<file path="config.mk">
export PLATFORM = sky130hd
export DESIGN_NAME = blit_ctrl
export DESIGN_NICKNAME = d
export VERILOG_FILES = /design/src/hw/blit_pkg.sv /design/src/hw/blit_tick.sv /design/src/hw/blit_ctrl.sv
export SDC_FILE = /design/constraint.sdc
export NUM_CORES = 1
export LEC_CHECK = 0
export ABC_AREA = 1
export BUFFER_PORTS_ARGS = -buffer_cell sky130_fd_sc_hd__buf_2
export CORE_ASPECT_RATIO = 0.5
export CORE_MARGIN = 4
export CORE_UTILIZATION = 43
export DETAILED_ROUTE_END_ITERATION = 6
export PLACE_DENSITY = 0.71
export REMOVE_ABC_BUFFERS = 1
export SYNTH_ARGS = -nofsm -noshare
export SYNTH_HDL_FRONTEND = slang
export SYNTH_HIERARCHICAL = 1
export SYNTH_SLANG_ARGS = --single-unit
</file>
<file path="constraint.sdc">
create_clock -name mclk -period 4.2 [get_ports mclk]
set_input_delay 0.42 -clock mclk [delete_from_list [all_inputs] [get_ports mclk]]
set_output_delay 0.42 -clock mclk [all_outputs]
set_load 0.03 [all_outputs]
</file>
<file path="src/hw/blit_pkg.sv">
// What this block does
// - A detected button press always switches the backlight on.
// - Backlight goes off after the configured period without button activity.
// - On-time accepts whole seconds from 1 to 65535 as idle timeout.
// - Each count of the setting adds exactly one second of on-time.
// - On-time of zero keeps the backlight lit and never times out.
// - Default on-time is ten seconds.
// - Finished program download loads the default into the on-time word.
// - Backup battery loss restores the default into the on-time word.
package blit_pkg;

    // Clock and time base
    localparam int unsigned CLK_HZ         = 40_000_000;
    localparam int unsigned TICK_PERIOD_S  = 1;
    localparam int unsigned TICK_CYCLES    = CLK_HZ * TICK_PERIOD_S;
    localparam logic [25:0] TICK_LAST      = 26'(TICK_CYCLES - 1);

    // Register map, byte addresses
    localparam logic [3:0]  ADDR_ON_TIME   = 4'h0;
    localparam logic [3:0]  ADDR_DEFAULT   = 4'h4;
    localparam logic [3:0]  ADDR_STATUS    = 4'h8;
    localparam logic [3:0]  ADDR_REMAIN    = 4'hc;

    // Field layout and reset values
    localparam int unsigned ON_TIME_W      = 16;
    localparam logic [15:0] ON_TIME_RESET  = 16'h000a;
    localparam int unsigned STAT_LIT_BIT   = 0;
    localparam logic [31:0] UNMAPPED_DATA  = 32'h0000_0000;

    typedef enum logic [0:0] {
        BLIT_DARK,
        BLIT_LIT
    } blit_state_type;

    typedef struct packed {
        logic [3:0]  address;
        logic        read;
        logic        write;
        logic [31:0] writedata;
        logic [3:0]  byteenable;
    } blit_req_type;

endpackage : blit_pkg

</file>
<file path="src/hw/blit_tick.sv">
`timescale 1ns/10ps
module blit_tick
    import blit_pkg::*;
#(
    parameter logic [25:0] LAST = TICK_LAST
)
(
    // Clock and reset
    input  wire logic mclk,
    input  wire logic rstn,
    // Control
    input  wire logic restart,
    output logic      tick
);

    logic [25:0] count;
    wire         wrap = (count == LAST);

    // Restart aligns the first second to the press, not to a free phase
    always_ff @(posedge mclk or negedge rstn) begin
        if (!rstn) begin
            count <= 26'h0000000;
            tick  <= 1'b0;
        end else begin
            count <= (restart || wrap) ? 26'h0000000 : count + 26'h0000001;
            tick  <= wrap && !restart;
        end
    end

endmodule : blit_tick

</file>
<file path="src/hw/blit_ctrl.sv">
`timescale 1ns/10ps
module blit_ctrl
    import blit_pkg::*;
#(
    // Last count of one second; only a bench shortens it
    parameter logic [25:0] TICK_LAST_CYC = TICK_LAST
)
(
    // Clock and reset
    input  wire logic        mclk,
    input  wire logic        rstn,
    // Avalon-MM slave
    input  wire logic [3:0]  avs_address,
    input  wire logic        avs_read,
    input  wire logic        avs_write,
    input  wire logic [31:0] avs_writedata,
    input  wire logic [3:0]  avs_byteenable,
    output logic [31:0]      avs_readdata,
    output logic             avs_waitrequest,
    // Panel side
    input  wire logic        button_press,
    input  wire logic        download_done,
    input  wire logic        battery_lost,
    output logic             backlight_on
);

    ////////////////////////////////////////////////////////////////////////
    // Bus slave: one wait cycle, answer on the second edge

    blit_req_type      req;
    logic              acked;
    logic [15:0]       backlight_on_time;
    logic [15:0]       default_on_time;
    logic [15:0]       remain;
    blit_state_type    state;
    logic              tick;

    assign req = '{address: avs_address, read: avs_read, write: avs_write,
                   writedata: avs_writedata, byteenable: avs_byteenable};

    wire        access     = (req.read || req.write) && !acked;
    wire        wr_fire    = access && req.write;
    wire        wr_on_time = wr_fire && (req.address == ADDR_ON_TIME);
    wire        wr_default = wr_fire && (req.address == ADDR_DEFAULT);
    wire [15:0] wr_merge_on = {req.byteenable[1] ? req.writedata[15:8]
                                                 : backlight_on_time[15:8],
                               req.byteenable[0] ? req.writedata[7:0]
                                                 : backlight_on_time[7:0]};
    wire [15:0] wr_merge_df = {req.byteenable[1] ? req.writedata[15:8]
                                                 : default_on_time[15:8],
                               req.byteenable[0] ? req.writedata[7:0]
                                                 : default_on_time[7:0]};
    wire [31:0] rd_mux =
        (req.address == ADDR_ON_TIME) ? {16'h0000, backlight_on_time} :
        (req.address == ADDR_DEFAULT) ? {16'h0000, default_on_time} :
        (req.address == ADDR_STATUS)  ? {31'h00000000, state == BLIT_LIT} :
        (req.address == ADDR_REMAIN)  ? {16'h0000, remain} : UNMAPPED_DATA;

    // waitrequest high at rest, dropped for one cycle to finish a request
    always_ff @(posedge mclk or negedge rstn) begin
        if (!rstn) begin
            acked           <= 1'b0;
            avs_waitrequest <= 1'b1;
            avs_readdata    <= 32'h00000000;
        end else begin
            acked           <= access;
            avs_waitrequest <= !access;
            avs_readdata    <= access ? rd_mux : avs_readdata;
        end
    end

    ////////////////////////////////////////////////////////////////////////
    // On-time word and its default

    // Reload events win over a simultaneous software write
    wire load_default = download_done || battery_lost;
    wire [15:0] next_on_time = load_default ? default_on_time :
                               wr_on_time   ? wr_merge_on : backlight_on_time;

    always_ff @(posedge mclk or negedge rstn) begin
        if (!rstn) begin
            default_on_time   <= ON_TIME_RESET;
            backlight_on_time <= ON_TIME_RESET;
        end else begin
            default_on_time   <= wr_default ? wr_merge_df : default_on_time;
            backlight_on_time <= next_on_time;
        end
    end

    ////////////////////////////////////////////////////////////////////////
    // Countdown and backlight

    blit_tick #(.LAST(TICK_LAST_CYC)) u_tick (
        .mclk    (mclk),
        .rstn    (rstn),
        .restart (button_press),
        .tick    (tick)
    );

    wire keep_on = (backlight_on_time == 16'h0000);
    wire expire  = tick && (remain == 16'h0001) && !keep_on;

    // Lit at reset: panel powers up showing the display
    always_ff @(posedge mclk or negedge rstn) begin
        if (!rstn) begin
            state  <= BLIT_LIT;
            remain <= ON_TIME_RESET;
        end else begin
            case (state)
                BLIT_LIT: begin
                    if (button_press) begin
                        remain <= backlight_on_time;
                    end else if (keep_on) begin
                        remain <= 16'h0000;
                    end else if (remain == 16'h0000) begin
                        remain <= backlight_on_time;
                    end else if (expire) begin
                        state  <= BLIT_DARK;
                        remain <= 16'h0000;
                    end else if (tick && remain != 16'h0000) begin
                        remain <= remain - 16'h0001;
                    end
                end
                BLIT_DARK: begin
                    if (button_press || keep_on) begin
                        state  <= BLIT_LIT;
                        remain <= backlight_on_time;
                    end
                end
                default: begin
                    state  <= BLIT_LIT;
                    remain <= backlight_on_time;
                end
            endcase
        end
    end

    always_ff @(posedge mclk or negedge rstn) begin
        if (!rstn) begin
            backlight_on <= 1'b1;
        end else begin
            backlight_on <= (state == BLIT_LIT);
        end
    end

    ////////////////////////////////////////////////////////////////////////
    // Check helpers: cycles since the last tick or press

    logic [25:0] tick_gap;
    logic        from_press;

    wire        restart_seen  = tick || button_press;
    wire [25:0] next_tick_gap = restart_seen ? 26'h0000000 : tick_gap + 26'h0000001;

    // Reset behaves as a press: the tick counter also restarts from zero
    always_ff @(posedge mclk or negedge rstn) begin
        if (!rstn) begin
            tick_gap   <= 26'h0000000;
            from_press <= 1'b1;
        end else begin
            tick_gap   <= next_tick_gap;
            from_press <= button_press ? 1'b1 : (tick ? 1'b0 : from_press);
        end
    end
endmodule : blit_ctrl

</file>
==> results by group <==
Run status
  – Result of the run: finished, final reports clean

Routing
  – Wire length reported by the detailed router: 14.2 mm
  – DR pass1 iterations: 6
  – DRC violations left: 0
  – Final antenna-violating net count: 0
  – Average wire length per cell after detail routing: 14.1 um
  – 1st-iter DRT viols: 492
  – Via count: 5087
  – Via count normalized by instance count: 5.07

Clock network
  – Number of buffers created by CTS: 9
  – # hold bufs at CTS: 0
  – Total setup buffers inserted after CTS: 0
  – Number of gates given a new drive strength after cts: 0
  – Clock latency of the later-clocked register in the worst-skew pair: 0.34 ns
  – Buffer levels on the longest clock path: 2
  – TritonCTS clock tree: built
  – Cell at the root of the clock tree: sky130_fd_sc_hd__clkbuf_16
  – Clock transition at the registers of the reported paths: 0.07 ns
  – Number of clock sinks seen by CTS: 95
  – H-tree depth: 3

Critical path
  – Chain of cells forming the critical path: inv_1, ha_1, nand3_2, nor2_4, nand2_4, nand2_4, a21oi_4, nor2_1, a21oi_1
  – Most used cell along the critical path: sky130_fd_sc_hd__nand2_4
  – Library cell contributing the largest single delay on the critical path: sky130_fd_sc_hd__dfstp_2
  – Endpoint arrival time on the critical path: 2.37 ns
  – Crit-path max FO: 14
  – Data required, critical path: 4.47 ns
  – Buffers plus inverters on the worst setup path: 1
  – Reg2Reg Depth: 9
  – Crit. End Element: flop
  – Critical path's top delay family: compound AO/OA/AOI/OAI gates
  – Crit path kind: reg -> reg
  – Kind of start point of the critical path: flop
  – Critical path depth in cells: 9
  – Delay of the slowest cell on the worst path: 0.55 ns

Timing
  – Timing-limited maximum frequency: 0.475 GHz
  – Worst clock skew: 0.0100 ns
  – Final count of hold timing violations: 0
  – Slew at the pin closest to its max-slew limit: 0.850 ns
  – Final number of max-transition violations: 0
  – Min Clock Period, post-route: 2.11 ns
  – Setup repair after global routing missed its margin: false
  – Final setup violation count: 0
  – Final sum of negative setup slack: 0 ns
  – Final period utilization: 50.2%
  – Remaining max-slew budget at the tightest pin: 43.3%

Yosys
  – Number of distinct standard cells referenced by the synthesized netlist: 36
  – Number of register bits inferred by synthesis: 95
  – Seq/Total Area, Yosys: 40.4%
  – Instance count of the mapped netlist: 793
  – Post-Synthesis Mean Instance Area: 7.45 sq um
  – Yosys warning total: 6
  – Post-synth design cell area: 5910 sq um

Placed design
  – Number of buffer cells added on primary ports: 46
  – Gp weighted congestion: 0.912
  – Placed Cells: 988
  – Hpwl dp: 10.2 mm

Global route
  – Number of antenna violations at the first check in global routing: 0
  – Global-route wire length before repair: 24.0 mm
  – GR Util met3: 3.81%
  – Via count of the first global-routing pass: 4850
  – Fraction of met2 tracks used by global routing: 30.1%
  – Maximum number of pins on one net before global-route repair: 66
  – Global routing usage summed across all routing layers: 18.4%
  – M1 GR Usage: 25.5%
  – Layer with the highest usage: met2
  – Grt ovf: 0

Final layout
  – Most common cell after layout, fill and taps aside: sky130_fd_sc_hd__nand2_1
  – Core utilization of the finished layout: 49.6%
  – Commonest cells after routing, fill and taps aside: sky130_fd_sc_hd__nand2_1, sky130_fd_sc_hd__nor2_1, sky130_fd_sc_hd__dfrtp_1
  – Synth-to-layout area growth: 9.74%
  – Share of cells above drive strength 1: 19.2%
  – Final antenna diode count: 0
  – Count of placed standard cells in the final layout, fillers left out: 1004
  – Count of nets after finishing: 880

Floorplanning
  – Chip height: 90.9 um
  – Die width: 174 um
  – Site Rows: 29
  – Core area: 13100 sq um
  – Ports placed on the boundary: 81
  – Full die area: 15800 sq um
  – Starting density of the core: 45.2%

Power
  – Pwr Density: 374 nW/um^2
  – Power after layout: 2.42 mW
  – Cell Int Power: 1.69 mW
  – Power share of the sequential group: 44.6%
  – Net load switching power: 0.736 mW
  – Fraction of power consumed by combinational cells: 18.2%
  – Worst VDD drop: 0.186 mV
  – Switching Share: 30.4%
  – Standby leakage power: 2.94 nW
  – Clock network fraction of total power: 37.2%

Min path
  – Worst hold path class: in -> async

Flow run
  – Max-cap viol count: 0
routing by layer:
layer / wire [um] / up-vias / part of all wire (%)
met5: 0 / - / 0
li1: - / 2564 / -
met2: 6570 / 159 / 46
met1: 6530 / 2352 / 46
met3: 968 / 12 / 6.8
met4: 113 / 0 / 0.80
flip-flops by register name, summed over array words and instances, names as in the netlist:
register and cells:
u_tick/count 26, avs_readdata 16, backlight_on_time 16, default_on_time 16, remain 16, acked 1, avs_waitrequest 1, backlight_on 1
state 1, u_tick/tick 1
logic make-up after synthesis:
logic type	Yosys count	synth area share, %
AOI/OAI and AO/OA	108	12.5
adders and majority gates	4	0.847
and+or+nand+nor	437	32.6
buffers and inverters	124	9.99
other	1	0.0635
DFF	95	40.4
xor gates and xnor gates	24	3.56
final cells by class:
type / instances / area, sq um
Fill cell: 1291 / 6580
Clock buffer: 11 / 243
Multi-Input combinational cell: 589 / 2990
Clock inverter: 5 / 81.3
Tap cell: 170 / 213
Sequential cell: 95 / 2390
Timing Repair Buffer: 48 / 248
Inverter: 86 / 323
per-stage QoR:
step           cell area, sq um  hold WS, ns  worst slack (ns)
6_report                   6480        0.182              2.09
3_3_place_gp               6160        0.397              2.07
5_1_grt                    6480        0.254              1.95
3_5_place_dp               6160        0.400              2.01
2_1_floorplan              5700        0.124              1.97
4_1_cts                    6480        0.212              2.11
power groups by stage:
| stage | Combinational, mW | Clock, mW | Sequential (mW) |
|---|---|---|---|
| finish | 0.441 | 0.902 | 1.08 |
| CTS | 0.441 | 0.918 | 1.08 |
| global placement | 0.428 | 0 | 1.09 |
| detailed placement | 0.437 | 0 | 1.10 |
| floorplan | 0.296 | 0 | 1.10 |
| global route | 0.497 | 0.956 | 1.09 |
worst register-to-register path: stages, from the launching register on:
cell and delay [ns]:
sky130_fd_sc_hd__dfstp_2 0.55, sky130_fd_sc_hd__inv_1 0.08, sky130_fd_sc_hd__ha_1 0.22, sky130_fd_sc_hd__nand3_2 0.15
sky130_fd_sc_hd__nor2_4 0.07, sky130_fd_sc_hd__nand2_4 0.18, sky130_fd_sc_hd__nand2_4 0.09, sky130_fd_sc_hd__a21oi_4 0.46
sky130_fd_sc_hd__nor2_1 0.08, sky130_fd_sc_hd__a21oi_1 0.16
cell usage after synthesis, drive strengths merged:
library cell,instances,share of area (%)
conb,1,0.063
nor3,6,0.87
ha,4,0.85
dfstp,9,4.0
buf,30,4.0
o221a,14,2.7
o21ai,51,4.3
a31oi,2,0.21
nor2,167,12
nand2,209,14
nand3,50,4.3
nand4,5,0.53
a21oi,14,1.9
o21bai,8,1.0
o211ai,16,2.0
clkbuf,8,0.51
xnor2,6,0.89
xor2,18,2.7
o22ai,3,0.32
inv,86,5.5
dfrtp,86,36
worst paths after layout:
kind                                   from                  end  slack [ns]
max                               remain[1]           remain[13]        2.09
min                                    rstn     u_tick/count[18]        0.18
max reg2reg                       remain[1]           remain[13]        2.09
min reg2reg                           state         backlight_on        0.40
max in group asynchronous              rstn  default_on_time[15]        3.09
min in group mclk          avs_writedata[3]   default_on_time[3]        0.30
No activity file was read; power rests on OpenSTA's default activity.
